**config.mk**
```make
export PLATFORM = sky130hd
export DESIGN_NAME = prc_cell_top
export DESIGN_NICKNAME = d
export VERILOG_FILES = /design/src/pkg/prc_pkg.sv /design/src/verilog/prc_cell_top.sv /design/src/verilog/prc_storage_bit.sv
export SDC_FILE = /design/constraint.sdc
export NUM_CORES = 1
export LEC_CHECK = 0
export ABC_AREA = 1
export BUFFER_PORTS_ARGS = -buffer_cell sky130_fd_sc_hd__buf_2
export CAP_MARGIN = 20
export CORE_AREA = 2 2 116 118
export CTS_BUF_LIST = sky130_fd_sc_hd__clkbuf_16
export CTS_CLUSTER_DIAMETER = 150
export DETAILED_ROUTE_END_ITERATION = 16
export DIE_AREA = 0 0 118 120
export GPL_ROUTABILITY_DRIVEN = 1
export SLEW_MARGIN = 10
export SYNTH_ARGS = -nofsm -noshare
export SYNTH_HDL_FRONTEND = slang
export SYNTH_HIERARCHICAL = 1
export SYNTH_SLANG_ARGS = --single-unit
```
**constraint.sdc**
```tcl
create_clock -name clk -period 2.6 [get_ports clk]
set_clock_uncertainty 0.15 [all_clocks]
set_input_delay 0.26 -clock clk [delete_from_list [all_inputs] [get_ports clk]]
set_output_delay 0.26 -clock clk [all_outputs]
set_load 0.01 [all_outputs]
```
**src/pkg/prc_pkg.sv**
```systemverilog
// Constants shared by the prioritized register cell and its register slave
package prc_pkg;
  localparam int PRC_ADDR_W = 4;
  localparam int PRC_DATA_W = 32;
  localparam logic [PRC_ADDR_W-1:0] PRC_OFF_CTRL = 4'h0;
  localparam logic [PRC_ADDR_W-1:0] PRC_OFF_STATUS = 4'h4;
  localparam logic [PRC_ADDR_W-1:0] PRC_OFF_CAPCNT = 4'h8;
  localparam int PRC_CTRL_W = 3;
  localparam int PRC_CTRL_INV_BIT = 0;
  localparam int PRC_CTRL_CONST_EN_BIT = 1;
  localparam int PRC_CTRL_CONST_VAL_BIT = 2;
  localparam logic [PRC_CTRL_W-1:0] PRC_CTRL_RESET = 3'h0;
  localparam int PRC_ST_Q_BIT = 0;
  localparam int PRC_ST_RAW_BIT = 1;
  localparam int PRC_ST_ACLR_BIT = 2;
  localparam int PRC_ST_PRE_BIT = 3;
  localparam int PRC_ST_ALOAD_BIT = 4;
  localparam int PRC_ST_ENA_BIT = 5;
  localparam logic [PRC_DATA_W-1:0] PRC_CAPCNT_RESET = 32'h0000_0000;
  localparam logic PRC_RAW_POWERUP = 1'b0;
  localparam logic [1:0] PRC_RESP_OKAY = 2'h0;
  localparam logic [1:0] PRC_RESP_SLVERR = 2'h2;
endpackage

```
**src/verilog/prc_cell_top.sv**
```systemverilog
// Prioritized register cell with its AXI4-Lite control and status slave
`timescale 1ns/100ps
// Behaviour
// - The raw storage bit is zero after power-up or reset.
// - Priority: aclr, preset, aload, enable, sync clear, sync load, data.
// - With enable low, sync clear and data are both ignored.
// - Sync clear acts only at a clock edge.
// - While aload alone is active, output follows load data continuously.
// - Inverted mode inverts input and output, showing one at zero.
// - Reset to a constant is an async load of it, without inversion.
// - Preset without native support is clear plus input/output inversion.
module prc_cell_top
  import prc_pkg::*;
(
  input wire logic clk,
  input wire logic rst,
  input wire logic [PRC_ADDR_W-1:0] s_axi_awaddr,
  input wire logic s_axi_awvalid,
  output logic s_axi_awready,
  input wire logic [PRC_DATA_W-1:0] s_axi_wdata,
  input wire logic [3:0] s_axi_wstrb,
  input wire logic s_axi_wvalid,
  output logic s_axi_wready,
  output logic [1:0] s_axi_bresp,
  output logic s_axi_bvalid,
  input wire logic s_axi_bready,
  input wire logic [PRC_ADDR_W-1:0] s_axi_araddr,
  input wire logic s_axi_arvalid,
  output logic s_axi_arready,
  output logic [PRC_DATA_W-1:0] s_axi_rdata,
  output logic [1:0] s_axi_rresp,
  output logic s_axi_rvalid,
  input wire logic s_axi_rready,
  input wire logic aclr,
  input wire logic pre,
  input wire logic aload,
  input wire logic aData,
  input wire logic ena,
  input wire logic sclr,
  input wire logic sload,
  input wire logic sData,
  input wire logic data,
  output logic q,
  output logic rawBit
);
  typedef enum {PRC_WR_IDLE, PRC_WR_RESP} prc_wr_state_t;
  typedef enum {PRC_RD_IDLE, PRC_RD_DATA} prc_rd_state_t;

  function automatic logic prc_mapped(input logic [PRC_ADDR_W-1:0] addr);
    prc_mapped = (addr == PRC_OFF_CTRL) || (addr == PRC_OFF_STATUS) ||
                 (addr == PRC_OFF_CAPCNT);
  endfunction

  prc_wr_state_t wrState;
  prc_wr_state_t next_wrState;
  prc_rd_state_t rdState;
  prc_rd_state_t next_rdState;
  logic awHave;
  logic next_awHave;
  logic [PRC_ADDR_W-1:0] awAddr;
  logic [PRC_ADDR_W-1:0] next_awAddr;
  logic wHave;
  logic next_wHave;
  logic [PRC_DATA_W-1:0] wData;
  logic [PRC_DATA_W-1:0] next_wData;
  logic [3:0] wStrb;
  logic [3:0] next_wStrb;
  logic [1:0] bResp;
  logic [1:0] next_bResp;
  logic [PRC_DATA_W-1:0] rData;
  logic [PRC_DATA_W-1:0] next_rData;
  logic [1:0] rResp;
  logic [1:0] next_rResp;
  logic [PRC_CTRL_W-1:0] ctrl;
  logic [PRC_CTRL_W-1:0] next_ctrl;
  logic [PRC_DATA_W-1:0] capCount;
  logic [PRC_DATA_W-1:0] next_capCount;

  logic awFire;
  logic wFire;
  logic arFire;
  logic doWrite;
  logic [PRC_ADDR_W-1:0] curAddr;
  logic [PRC_DATA_W-1:0] curData;
  logic [3:0] curStrb;
  logic [PRC_DATA_W-1:0] statusWord;
  logic invertMode;
  logic loadConstEn;
  logic loadConst;
  logic cellAData;
  logic captured;

  assign invertMode = ctrl[PRC_CTRL_INV_BIT];
  assign loadConstEn = ctrl[PRC_CTRL_CONST_EN_BIT];
  assign loadConst = ctrl[PRC_CTRL_CONST_VAL_BIT];

  // A constant reset value goes in through the load path, not inversion
  assign cellAData = loadConstEn ? loadConst : aData;

  // Controls come from synchronous logic on clk; the driver keeps the
  // asynchronous group glitch free, so no synchroniser is placed here
  prc_storage_bit u_bit (
    .clk(clk),
    .rst(rst),
    .invertMode(invertMode),
    .aclr(aclr),
    .pre(pre),
    .aload(aload),
    .aData(cellAData),
    .ena(ena),
    .sclr(sclr),
    .sload(sload),
    .sData(sData),
    .data(data),
    .q(q),
    .rawBit(rawBit),
    .captured(captured)
  );

  always_comb begin
    statusWord = '0;
    statusWord[PRC_ST_Q_BIT] = q;
    statusWord[PRC_ST_RAW_BIT] = rawBit;
    statusWord[PRC_ST_ACLR_BIT] = aclr;
    statusWord[PRC_ST_PRE_BIT] = pre;
    statusWord[PRC_ST_ALOAD_BIT] = aload;
    statusWord[PRC_ST_ENA_BIT] = ena;
  end

  assign s_axi_awready = (wrState == PRC_WR_IDLE) && !awHave;
  assign s_axi_wready = (wrState == PRC_WR_IDLE) && !wHave;
  assign s_axi_arready = (rdState == PRC_RD_IDLE);
  assign s_axi_bvalid = (wrState == PRC_WR_RESP);
  assign s_axi_rvalid = (rdState == PRC_RD_DATA);
  assign s_axi_bresp = bResp;
  assign s_axi_rdata = rData;
  assign s_axi_rresp = rResp;

  assign awFire = s_axi_awvalid && s_axi_awready;
  assign wFire = s_axi_wvalid && s_axi_wready;
  assign arFire = s_axi_arvalid && s_axi_arready;
  assign curAddr = awHave ? awAddr : s_axi_awaddr;
  assign curData = wHave ? wData : s_axi_wdata;
  assign curStrb = wHave ? wStrb : s_axi_wstrb;
  assign doWrite = (wrState == PRC_WR_IDLE) && (awHave || awFire) &&
                   (wHave || wFire);

  // Write channel: address and data taken in either order
  always_comb begin
    next_wrState = wrState;
    next_awHave = awHave;
    next_awAddr = awAddr;
    next_wHave = wHave;
    next_wData = wData;
    next_wStrb = wStrb;
    next_bResp = bResp;
    case (wrState)
      PRC_WR_IDLE: begin
        if (awFire) begin
          next_awHave = 1'b1;
          next_awAddr = s_axi_awaddr;
        end
        if (wFire) begin
          next_wHave = 1'b1;
          next_wData = s_axi_wdata;
          next_wStrb = s_axi_wstrb;
        end
        if (doWrite) begin
          next_awHave = 1'b0;
          next_wHave = 1'b0;
          next_bResp = prc_mapped(curAddr) ? PRC_RESP_OKAY : PRC_RESP_SLVERR;
          next_wrState = PRC_WR_RESP;
        end
      end
      PRC_WR_RESP: begin
        if (s_axi_bready) begin
          next_wrState = PRC_WR_IDLE;
        end
      end
      default: begin
        next_wrState = PRC_WR_IDLE;
      end
    endcase
  end

  // Register effects: control word, and capture counter cleared on write
  always_comb begin
    next_ctrl = ctrl;
    next_capCount = capCount;
    if (doWrite && (curAddr == PRC_OFF_CTRL) && curStrb[0]) begin
      next_ctrl = curData[PRC_CTRL_W-1:0];
    end
    if (doWrite && (curAddr == PRC_OFF_CAPCNT)) begin
      next_capCount = PRC_CAPCNT_RESET;
    end
    // A capture in the clearing cycle still counts
    if (captured) begin
      next_capCount = next_capCount + 32'h0000_0001;
    end
  end

  // Read channel: one read under way, data registered
  always_comb begin
    next_rdState = rdState;
    next_rData = rData;
    next_rResp = rResp;
    case (rdState)
      PRC_RD_IDLE: begin
        if (arFire) begin
          next_rdState = PRC_RD_DATA;
          next_rResp = prc_mapped(s_axi_araddr) ? PRC_RESP_OKAY :
                       PRC_RESP_SLVERR;
          next_rData = '0;
          if (s_axi_araddr == PRC_OFF_CTRL) begin
            next_rData[PRC_CTRL_W-1:0] = ctrl;
          end else if (s_axi_araddr == PRC_OFF_STATUS) begin
            next_rData = statusWord;
          end else if (s_axi_araddr == PRC_OFF_CAPCNT) begin
            next_rData = capCount;
          end
        end
      end
      PRC_RD_DATA: begin
        if (s_axi_rready) begin
          next_rdState = PRC_RD_IDLE;
        end
      end
      default: begin
        next_rdState = PRC_RD_IDLE;
      end
    endcase
  end

  always_ff @(posedge clk or posedge rst) begin
    if (rst) begin
      wrState <= PRC_WR_IDLE;
      awHave <= 1'b0;
      awAddr <= '0;
      wHave <= 1'b0;
      wData <= '0;
      wStrb <= 4'h0;
      bResp <= PRC_RESP_OKAY;
    end else begin
      wrState <= next_wrState;
      awHave <= next_awHave;
      awAddr <= next_awAddr;
      wHave <= next_wHave;
      wData <= next_wData;
      wStrb <= next_wStrb;
      bResp <= next_bResp;
    end
  end

  always_ff @(posedge clk or posedge rst) begin
    if (rst) begin
      ctrl <= PRC_CTRL_RESET;
      capCount <= PRC_CAPCNT_RESET;
    end else begin
      ctrl <= next_ctrl;
      capCount <= next_capCount;
    end
  end

  always_ff @(posedge clk or posedge rst) begin
    if (rst) begin
      rdState <= PRC_RD_IDLE;
      rData <= '0;
      rResp <= PRC_RESP_OKAY;
    end else begin
      rdState <= next_rdState;
      rData <= next_rData;
      rResp <= next_rResp;
    end
  end
endmodule

```
**src/verilog/prc_storage_bit.sv**
```systemverilog
// Single storage bit with the fixed-priority control ladder
`timescale 1ns/100ps
module prc_storage_bit
  import prc_pkg::*;
(
  input wire logic clk,
  input wire logic rst,
  input wire logic invertMode,
  input wire logic aclr,
  input wire logic pre,
  input wire logic aload,
  input wire logic aData,
  input wire logic ena,
  input wire logic sclr,
  input wire logic sload,
  input wire logic sData,
  input wire logic data,
  output logic q,
  output logic rawBit,
  output logic captured
);
  logic raw;
  logic next_raw;
  logic asyncActive;
  logic asyncValue;
  logic syncValue;

  // Observed-domain value demanded by the asynchronous group
  always_comb begin
    asyncActive = aclr | pre | aload;
    if (aclr) begin
      asyncValue = 1'b0;
    end else if (pre) begin
      asyncValue = 1'b1;
    end else begin
      asyncValue = aData;
    end
  end

  // Enable gates both synchronous clear and data
  always_comb begin
    if (sclr) begin
      syncValue = 1'b0;
    end else if (sload) begin
      syncValue = sData;
    end else begin
      syncValue = data;
    end
  end

  // Raw bit holds the observed value xor the inversion, so a preset in
  // inverted mode lands as a raw clear and a clear as a raw set
  always_comb begin
    next_raw = raw;
    if (asyncActive) begin
      next_raw = asyncValue ^ invertMode;
    end else if (ena) begin
      next_raw = syncValue ^ invertMode;
    end
  end

  always_ff @(posedge clk or posedge rst) begin
    if (rst) begin
      raw <= PRC_RAW_POWERUP;
    end else begin
      raw <= next_raw;
    end
  end

  // Asynchronous group overrides the output without waiting for clk; the stored bit takes its value at the next clk edge
  assign q = asyncActive ? asyncValue : (raw ^ invertMode);
  assign rawBit = raw;
  assign captured = ~asyncActive & ena & ~sclr & ~sload;
endmodule
```
; After elaboration in Yosys (flattened, before gate mapping)
; Index checks and enable logic that the tools add are counted.
[op_classes]
n_reduce_logical = 35
bitwise = 11
magnitude_cmp = 0
addsub = 1
n_mux = 29
shifts = 0
multipliers = 0
eq_ne = 12
div_mod_pow = 0
[op_table]
columns = op, n
row1 = $mux 32, 8
row2 = $logic_not 32->1, 4
row3 = $pmux 32 s2, 2
row4 = $eq 32x1->1 const B, 2
row5 = $eq 32x2->1 const B, 2
row6 = $add 32x1->32 const B, 1
row7 = $mux 29, 1
row8 = $reduce_and 2->1, 8
row9 = $mux 1, 13
row10 = $logic_and 1x1->1, 10
row11 = $eq 4x3->1 const B, 2
row12 = $eq 4x4->1 const B, 2
row13 = $logic_not 4->1, 2
row14 = $ne 2x2->1 const B, 4
row15 = $logic_or 1x1->1, 6
row16 = $mux 3, 2
row17 = $reduce_bool 2->1, 3
row18 = $mux 2, 2
row19 = $mux 4, 1
row20 = $and 1x1->1, 3
row21 = $not 1->1, 3
row22 = $xor 1x1->1, 3
row23 = $logic_not 1->1, 2
row24 = $or 1x1->1, 2
[totals]
ram_bits = 0
latch_bits = 0
wordCells = 101
romBits = 0
memories = 0
output_inout_bits = 43
register_bits = 146
input_bits = 60

; Longest topological paths before layout
; Gate-level depths: netlist of the first run.
[depth]
depth_word = 10
depth_mapped = 21
mapped_depth_nobuf = 18

; Hierarchy
; The synthesis of the first run kept the hierarchy.
[by_module_without_submodules]
columns = module, n_inst, area_each_um2, cells_each
row1 = prc_cell_top, 1, 4246.6, 516
row2 = prc_storage_bit, 1, 201.4, 37

; Worst setup path before layout of the first run
; No wires, ideal clock.
[synth_path]
path_kind = reg-to-reg
startpoint = register awHave
endpoint = register capCount[16]
period_less_slack_ps = 2563
required_time_ps = 2333
setup_ps = 117
slack_ps = 37
t_arrival_ps = 2296
stages_incl_launch_ff = 19
cell_sequence = dfrtp_1 o21ai_1 nor2_4 nand3_4 buf_8 buf_6 buf_2 nand2_1 inv_1 ha_1 nand2_1 inv_1 nand3_2 nor2_2 nand3b_2 nor2_2 nand2_1 nand2_1 nand2_1
[synth_between]
elab_chain_len = 10
[synth_rtl]
columns = element, line_no
row1 = from (decl), prc_cell_top.sv:58  ; logic awHave;
row2 = from (signal assigned), prc_cell_top.sv:245  ; awHave <= next_awHave;
row3 = $logic_not 1->1, prc_cell_top.sv:130  ; assign s_axi_awready = (wrState == PRC_WR_IDLE) && !awHave;
row4 = $logic_and 1x1->1, prc_cell_top.sv:130
row5 = $logic_and 1x1->1, prc_cell_top.sv:139  ; assign awFire = s_axi_awvalid && s_axi_awready;
row6 = $logic_or 1x1->1, prc_cell_top.sv:145  ; assign doWrite = (wrState == PRC_WR_IDLE) && (awHave || awFire) &&
row7 = $logic_and 1x1->1 (2 in series), prc_cell_top.sv:145
row8 = $logic_and 1x1->1 *, prc_cell_top.sv:193  ; if (doWrite && (curAddr == PRC_OFF_CAPCNT)) begin
row9 = $mux 32 *, prc_cell_top.sv:193
row10 = $add 32x1->32, prc_cell_top.sv:198  ; next_capCount = next_capCount + 32'h0000_0001;
row11 = $mux 32 *, prc_cell_top.sv:197  ; if (captured) begin
row12 = named net next_capCount[16], prc_cell_top.sv:77  ; logic [PRC_DATA_W-1:0] next_capCount;
row13 = to (signal assigned), prc_cell_top.sv:260  ; capCount <= next_capCount;
row14 = to (decl), prc_cell_top.sv:76  ; logic [PRC_DATA_W-1:0] capCount;
; Mark *: on every way through the listed nets, which the timed path passes. The rest lies on a longest branch.
; A chain may end at the register's enable or synchronous reset.

; Worst setup path after layout of the first run
; Same ends and word-level chain as after synthesis.

==> impl_metrics.yaml, run 1 <==
pwr:
  p_per_area_nw_per_um2: 650.7
  p_leak_nw: 2.668
  power_mw: 3.442
  ir_drop_mv: 0.5204
clock_network:
  htree_levels: 3
  tritoncts: "yes"
  clockBufferDepth: 2
  path_clk_slew_ps: 60
  insertion_delay_ps: 340
  clockRootBuffer: "clkbuf_16"
  numCtsBuffers: 9
  clock_sinks: 82
finish:
  num_antenna_cells: 0
  most-common-layout-cells: "nand2_1, dfrtp_1, buf_2, inv_1, nand3_1"
  final_util_pct: 40.76
  syn2layout_area_growth_pct: 18.93
  drive_above_1_share_pct: 23.69
  final_nets: 685
  final_common_cell: "nand2_1"
placed_design:
  numPortBuffers: 68
  place_ws_ps: 207.2
  dp.final_hpwl_mm: 7.228
  gp_congestion: 0.8472
synth:
  avgSynthCellArea_sq_um: 8.043
  synthAdderAreaFrac_pct: 0.2813
  yosys.area.top_type: "dfrtp_1"
  ys_ff_latch: 82
  yosysSeqAreaShare_pct: 46.13
  synth_top_family_by_area: "simple AND/OR/NAND/NOR gates"
  synth-xor-area-share_pct: 4.332
  synth_warnings: 6
  synth_mux_area_share_pct: 0.7595
  synth_compound_area_share_pct: 5.738
  synth_top_area_share_pct: 46.13
  synth-simple-area-share_pct: 34.49
  syn-cell-area_sq_um: 4448
  synth_area_leaders: "dfrtp_1, nand2_1, nand3_1, inv_1, nor2_1"
  ys_types: 41
  synthCells: 553
worst_setup_path:
  crit_arrival_ps: 2440
  cpMostUsedCell: "nand2_1"
  r2r_cells: 17
  cp_cell_sequence: "buf_4 -> nand2_1 -> nand2_2 -> nor2_4 -> nand3_4 -> nand2_1 -> inv_1 -> ha_1 -> nand2_1 -> inv_1 -> nand3_2 -> nor2_4 -> nand3b_2 -> nor2_2 -> nand2_1 -> nand2_1 -> nand2_1"
  endpoint_kind: "register"
  max_stage_delay_ps: 410
  cp_slowest_cell: "dfrtp_1"
  critPathLaunchType: "register"
  path_buf_inv: 3
  path_max_fanout: 4
  crit_required_ps: 2690
  cp_num_cells: 17
  crit_type: "register to register"
  crit_family: "simple AND/OR/NAND/NOR gates"
timing:
  slew_headroom_pct: 51.91
  tns_ps: 0
  finalSetupViolCount: 0
  post-route-period-util_pct: 90.53
  period_minus_slack_ps: 2354
  rsz0062_at_grt: "false"
  final_hold_viol_count: 0
  setup_ws_ps: 246.1
  fmax_mhz: 424.8
  slew_violations: 0
  max_slew.worst_pin.slew_ps: 720.6
detailed_routing:
  drt-total-wl_mm: 9.804
  wl_per_cell_microns: 12.18
  vias: 3697
  drt.antenna.violating_nets: 0
  drt_iter0_drc: 148
  first_pass_iters: 4
  via_per_inst: 4.593
  post-route-drc-count: 0
floorplan:
  rows: 42
  die_y_microns: 120
  chipWidth_microns: 118
  num_io_pins: 103
  die_area_sq_um: 14160
  core_area_sq_um: 12980
  start_util_pct: 34.27
global_routing:
  grt-ovfl-total: 0
  grt_pass1_vias: 3604
  grt_pass1_wl_mm: 16.84
  antenna_found_initial: 0
  grt_usage_pct: 14.72
  grt_max_degree: 54
min_path:
  holdPathStages: 2
  min_path_type: "primary input to register"
status:
  status: "finished, final reports clean"
flow_run:
  drv_cap: 0
-- metal layers --
metal	global-route usage, %	vias up	part of all wire, %
met5	0	-	0
met4	5.346	0	1.8
met3	3.565	17	3.6
met2	24.96	71	49
met1	18.27	1710	46
li1	-	1899	-
-- cells by family after synthesis --
kind of cell	after synthesis
simple gates	319
xor+xnor	22
flops	82
fa+ha+maj	1
buf+inv	83
mux	3
other cells	1
compound gates	42
-- sequential cells by signal, summed over array words and instances (netlist names), 3 cells and up --
signal       flops
capCount        32
s_axi_rdata     32
awAddr           4
ctrl             3
wData            3
-- what timing repair did --
| action | in CTS | in global routing |
|---|---|---|
| hold endpoints to repair | 40 | 0 |
| setup endpoints to repair | 0 | 2 |
| resized for setup | 0 | 3 |
| hold buffers | 3 | 0 |
| buffers inserted | 0 | 1 |
-- worst register-to-register path, stage by stage, from the launching register on --
cell and delay, ps:
dfrtp_1 410, buf_4 140, nand2_1 50, nand2_2 100
nor2_4 50, nand3_4 100, nand2_1 100, inv_1 70
ha_1 150, nand2_1 60, inv_1 70, nand3_2 120
nor2_4 170, nand3b_2 160, nor2_2 170, nand2_1 60
nand2_1 60, nand2_1 40
-- final timing paths --
check,endpoint,slack (ps),startpoint
max,capCount[16],250,awHave
max in group asynchronous,capCount[23],1220,rst
min in group asynchronous,u_bit/rawBit,160,rst
min reg2reg,s_axi_rdata[23],330,s_axi_rdata[23]
max reg2reg,capCount[16],250,awHave
min,awAddr[2],10,s_axi_awaddr[2]
-- stage by stage --
step	area (sq um)	hold WS, ps	std cells
after floorplan	4452	-161.3	554
after global placement	4956	-36.12	785
after detailed placement	4956	-33.36	785
after CTS	5273	5.906	804
after global routing	5290	14.83	805
final	5290	12.74	805
-- synthesized netlist by cell type, drive strengths merged --
cell and count:
a211oi 1, a21oi 7, a22o 1, a32o 4
buf 9, clkbuf 9, conb 1, dfrtp 82
ha 1, inv 65, mux2 3, nand2 179
nand3 67, nand3b 4, nand4 6, nor2 56
nor3 6, nor4 1, o21ai 23, o21bai 1
o31ai 5, xnor2 8, xor2 14
-- report_power, final --
group | internal [mW] | total (mW) | leakage (nW) | switching (mW)
Combinational | 0.255 | 0.678 | 1.41 | 0.423
Clock | 0.733 | 1.24 | 0.146 | 0.510
Sequential | 1.41 | 1.52 | 1.11 | 0.107
Total | 2.40 | 3.44 | 2.67 | 1.04
-- final cells by class --
cell class                      count  area [sq um]
Clock buffer                        9         225.2
Clock inverter                      7         61.31
Fill cell                        1344          7690
Inverter                           65         245.2
Multi-Input combinational cell    389          2046
Sequential cell                    82          2052
Tap cell                          176         220.2
Timing Repair Buffer               77         440.4
(Power assumes the default switching activity.)
==> run 2, diff against run 1 <==
--- a/constraint.sdc
+++ b/constraint.sdc
@@ -3,3 +3,3 @@
 set_input_delay 0.26 -clock clk [delete_from_list [all_inputs] [get_ports clk]]
 set_output_delay 0.26 -clock clk [all_outputs]
-set_load 0.01 [all_outputs]
+set_load 0.1 [all_outputs]
==> run 2 against run 1 <==
  * First-iteration DRC count up 24%
  * Utilization up 0.49 points
  * Register-to-register slack about the same
  * Count of clock-buffer cells in the layout unchanged
  * Non-clock buffer count up 2
  * Final cell count up 0.25%
  * Critical path depth down 6
  * Critical endpoint is now capCount[26]
  * Largest cell class is now multi-input combinational cells
  * Largest power group unchanged
==> impl_metrics.yaml, run 2 (synthesis results as in run 1) <==
worst_setup_path:
  worstSetupStartpoint: "awHave"
  endpoint_kind: "register"
  crit_family: "simple AND/OR/NAND/NOR gates"
  cp_slowest_cell: "dfrtp_1"
  cpMostUsedCell: "nand2_1"
  max_stage_delay_ps: 440
  crit_type: "register to register"
  cp_cell_sequence: "o21ai_1 -> nor2_4 -> nand3_4 -> buf_12 -> nand3_1 -> nor2_2 -> nand2_1 -> nor2_2 -> nand2_1 -> o21bai_1 -> nand2_1"
  reg2reg_from: "awHave"
  critPathLaunchType: "register"
  path_max_fanout: 54
  path_buf_inv: 1
  crit_required_ps: 2680
  crit_arrival_ps: 2450
finish:
  fin_cells: 807
  final_util_pct: 41.25
  final_common_cell: "nand2_1"
  final_nets: 687
  syn2layout_area_growth_pct: 20.37
  num_antenna_cells: 0
  most-common-layout-cells: "nand2_1, dfrtp_1, buf_2, nand3_1, inv_1"
  final_cell_area_sq_um: 5354
  drive_above_1_share_pct: 25.20
floorplan:
  rows: 42
  die_y_microns: 120
  chipWidth_microns: 118
  die_area_sq_um: 14160
  start_util_pct: 34.27
  num_io_pins: 103
  core_area_sq_um: 12980
status:
  status: "finished, final reports clean"
detailed_routing:
  drt.antenna.violating_nets: 0
  drt-total-wl_mm: 9.908
  post-route-drc-count: 0
  wl_per_cell_microns: 12.28
  drt_iter0_drc: 183
  via_per_inst: 4.581
  vias: 3697
  first_pass_iters: 4
clock_network:
  post_cts_buffers: 0
  path_clk_slew_ps: 60
  clockBufferDepth: 2
  clock_sinks: 82
  htree_levels: 3
  insertion_delay_ps: 340
  numCtsBuffers: 9
  clockRootBuffer: "clkbuf_16"
  tritoncts: "yes"
global_routing:
  grt-ovfl-total: 0
  grt_max_degree: 55
  grt_usage_pct: 14.96
  grt_pass1_vias: 3683
  grt_pass1_wl_mm: 17.08
  antenna_found_initial: 0
timing:
  whs_ps: 18.13
  period_minus_slack_ps: 2366
  final_hold_viol_count: 0
  fmax_mhz: 422.6
  post-route-period-util_pct: 91.00
  slew_violations: 0
  rsz0062_at_grt: "false"
  finalSetupViolCount: 0
placed_design:
  dp_cells: 788
  placed_area_sq_um: 5037
  gp_congestion: 0.8334
  numPortBuffers: 68
  dp.final_hpwl_mm: 7.419
flow_run:
  drv_cap: 0
min_path:
  hp-start: "s_axi_awaddr[2]"
  min_path_type: "primary input to register"
pwr:
  p_leak_nw: 2.675
  p_per_area_nw_per_um2: 729.5
  ir_drop_mv: 0.8906
## run 2: changes by cell type in the layout (fill, tap and decap cells not counted), sizes merged
cell	delta
buf	+2
inv	-1
clkinvlp	+2
clkinv	-1
## run 2: layer usage
layer / track usage [%] / vias up / wire length, microns
met3: 3.042 / 12 / 321
met4: 6.325 / 0 / 164
li1: - / 1893 / -
met2: 26.09 / 59 / 4981
met5: 0 / - / 0
met1: 17.97 / 1733 / 4440
## run 2: layout make-up
type / count / area [sq um]
Clock buffer: 9 / 225.2
Clock inverter: 7 / 61.31
Fill cell: 1349 / 7626
Inverter: 65 / 249.0
Multi-Input combinational cell: 389 / 2088
Sequential cell: 82 / 2054
Tap cell: 176 / 220.2
Timing Repair Buffer: 79 / 455.4
## run 2: where the power goes
group / total (mW) / switching, mW / internal [mW]
registers: 1.53 / 0.118 / 1.42
clock network: 1.24 / 0.513 / 0.732
logic: 1.13 / 0.861 / 0.265
## run 2: final timing paths
check                                   to  slack [ps]  cells after the start
setup / recovery              capCount[26]         230                     11
hold / removal                   awAddr[2]          20                      2
setup reg to reg              capCount[26]         230                     11
hold reg to reg            s_axi_rdata[15]         320                      2
max in group asynchronous       rdState[0]        1420                      4
min in group asynchronous     u_bit/rawBit         160                      3
## run 2: repair_timing
action | in CTS | in global routing
hold endpoints to repair | 22 | 0
hold buffers | 3 | 0
resized for setup | 0 | 0
## run 2: stage by stage
step | worst slack [ps] | total power [mW] | TNS, ps
after floorplan | -210.8 | 2.498 | -1807
final | 234.0 | 3.906 | 0
after global placement | 276.3 | 2.666 | 0
after detailed placement | 210.1 | 2.690 | 0
after global routing | 18.97 | 4.104 | 0
after CTS | 209.4 | 3.952 | 0
==> run 3, diff against run 2 <==
--- a/config.mk
+++ b/config.mk
@@ -9,10 +9,11 @@
 export BUFFER_PORTS_ARGS = -buffer_cell sky130_fd_sc_hd__buf_2
 export CAP_MARGIN = 20
-export CORE_AREA = 2 2 116 118
+export CORE_AREA = 2 2 99 101
 export CTS_BUF_LIST = sky130_fd_sc_hd__clkbuf_16
 export CTS_CLUSTER_DIAMETER = 150
 export DETAILED_ROUTE_END_ITERATION = 16
-export DIE_AREA = 0 0 118 120
+export DIE_AREA = 0 0 101 103
 export GPL_ROUTABILITY_DRIVEN = 1
+export PLACE_DENSITY = 0.75
 export SLEW_MARGIN = 10
 export SYNTH_ARGS = -nofsm -noshare
==> constraint.sdc (replaced) <==
create_clock -name clk -period 2.6 [get_ports clk]
set_clock_uncertainty 0.15 [all_clocks]
set_input_delay 0.52 -clock clk [delete_from_list [all_inputs] [get_ports clk]]
set_output_delay 0.52 -clock clk [all_outputs]
set_load 0.1 [all_outputs]
==> run 3 against run 2 <==
  * Critical path type is now register to primary output
  * Global-route usage grew 4.5 points
  * First-iteration DRC count shrank 4.4%
  * Register-to-register slack lost 50 ps
  * Final cell count shrank 7.9%
  * Via count grew 2.6%
  * Worst hold slack gained 180 ps
  * Clock power shrank 10%
  * Total power shrank 3.0%
  * Wire length shrank 1.4%
  * Cell area shrank 2.2%
  * Die area shrank 27%
  * Non-clock buffer count shrank 2
==> impl_metrics.yaml, run 3 (synthesis results as in run 1) <==
status:
  status: "finished, final reports clean"
timing:
  fmax_mhz: 414.5
  tns_ps: 0
  max_slew.worst_pin.slew_ps: 562.5
  final_hold_viol_count: 0
  period_minus_slack_ps: 2413
  whs_ps: 198.7
  post-route-period-util_pct: 92.80
  slew_headroom_pct: 62.42
  finalSetupViolCount: 0
  slew_violations: 0
  rsz0062_at_grt: "false"
worst_setup_path:
  path_max_fanout: 3
  crit_arrival_ps: 1740
  critPathLaunchType: "register"
  r2r_cells: 11
  path_buf_inv: 2
  crit_required_ps: 1930
  reg2reg_to: "capCount[28]"
  max_stage_delay_ps: 440
  reg2reg_from: "awHave"
  ff2ff_setup_slack_ps: 190
  crit_family: "buffers and inverters"
  endpoint_kind: "primary output"
  cp_slowest_cell: "buf_2"
  cp_cell_sequence: "mux2_2 -> inv_1 -> nand2_1 -> nand3_2 -> o21ai_4 -> buf_2"
  crit_type: "register to primary output"
global_routing:
  grt_max_degree: 55
  grt_pass1_vias: 3612
  antenna_found_initial: 0
  grt_usage_pct: 19.46
  grt_pass1_wl_mm: 15.99
  grt-ovfl-total: 0
floorplan:
  num_io_pins: 103
  core_area_sq_um: 9459
  rows: 36
  start_util_pct: 47.02
  die_area_sq_um: 10400
  chipWidth_microns: 101
  die_y_microns: 103
detailed_routing:
  wl_met1_mm: 4.253
  drt_iter0_drc: 175
  vias: 3792
  via_per_inst: 5.104
  drt-total-wl_mm: 9.773
  post-route-drc-count: 0
  dr_wl_met2_mm: 4.820
  first_pass_iters: 5
  wl_per_cell_microns: 13.15
  route.met3.wl_microns: 502
  highest_layer: "met4"
  drt.antenna.violating_nets: 0
pwr:
  p_leak_nw: 2.664
  p_per_area_nw_per_um2: 723.6
  ir_drop_mv: 0.9396
  power_mw: 3.790
clock_network:
  numCtsBuffers: 9
  insertion_delay_ps: 340
  ctsResizeCount: 0
  path_clk_slew_ps: 60
  htree_levels: 3
  clockRootBuffer: "clkbuf_16"
  clock_sinks: 82
  tritoncts: "yes"
  clockBufferDepth: 2
min_path:
  holdPathStages: 2
  hp-start: "s_axi_bready"
  hold_end: "wrState[0]"
  min_path_type: "primary input to register"
finish:
  final_nets: 685
  num_antenna_cells: 0
  num-fill-cells: 876
  final_util_pct: 55.37
  syn2layout_area_growth_pct: 17.75
  fin_cells: 743
  drive_above_1_share_pct: 25.12
  final_common_cell: "nand2_1"
  most-common-layout-cells: "nand2_1, dfrtp_1, buf_2, nand3_1, inv_1"
placed_design:
  numPortBuffers: 68
  gp_congestion: 0.8983
  dp_cells: 726
  dp.final_hpwl_mm: 7.166
flow_run:
  drv_cap: 0
## run 3: layout make-up
class | instances | area, sq um | share of cell area, %
clock inverter | 7 | 30.03 | 0.5733
multi-input combinational | 389 | 2096 | 40.01
inverter | 65 | 251.5 | 4.802
clock buffer | 9 | 225.2 | 4.300
tap | 114 | 142.6 | 2.723
sequential | 82 | 2057 | 39.27
timing repair buffer | 77 | 435.4 | 8.313
## run 3: layer usage
layer  up-vias  track usage (%)
met5         -                0
met4         0            8.004
met3        17            4.068
met2        98            33.59
met1      1779            23.88
li1       1898                -
## run 3: stage by stage
| step | setup slack (ps) | instance area [sq um] |
|---|---|---|
| 2_1_floorplan | -107.0 | 4537 |
| 3_3_place_gp | 130.8 | 4972 |
| 3_5_place_dp | 86.80 | 4972 |
| 4_1_cts | 202.6 | 5238 |
| 5_1_grt | 17.61 | 5238 |
| 6_report | 187.3 | 5238 |
## run 3: how the worst max path moves through the flow
stage	from	to	slack [ps]	depth (start not counted)
after floorplan	wrState[0]	capCount[26]	-110	19
after global placement	s_axi_awvalid	capCount[28]	130	12
after detailed placement	s_axi_awvalid	capCount[26]	90	12
after CTS	ctrl[1]	q	200	6
after global routing	awHave	capCount[28]	20	13
final	ctrl[1]	q	190	6
## run 3: worst register-to-register path, cell delays in order, from the launching register on
cell     delay [ps]
dfrtp_1         450
o21ai_1         260
nor2_4           80
nand3_4         120
buf_12          250
nand3_1         190
nor2_2          220
nand3_1         170
nor2_2          230
nand2_1          70
nand2_1          60
nand2_1          40
## run 3: what timing repair did
| action | in CTS | in global routing |
|---|---|---|
| buffers inserted | 0 | 0 |
| hold endpoints to repair | 1 | 0 |
| hold buffers | 1 | 0 |
## run 3: where the power goes
part           switching, mW  internal (mW)
Combinational          0.875          0.264
Clock                  0.487          0.627
Sequential             0.117           1.42
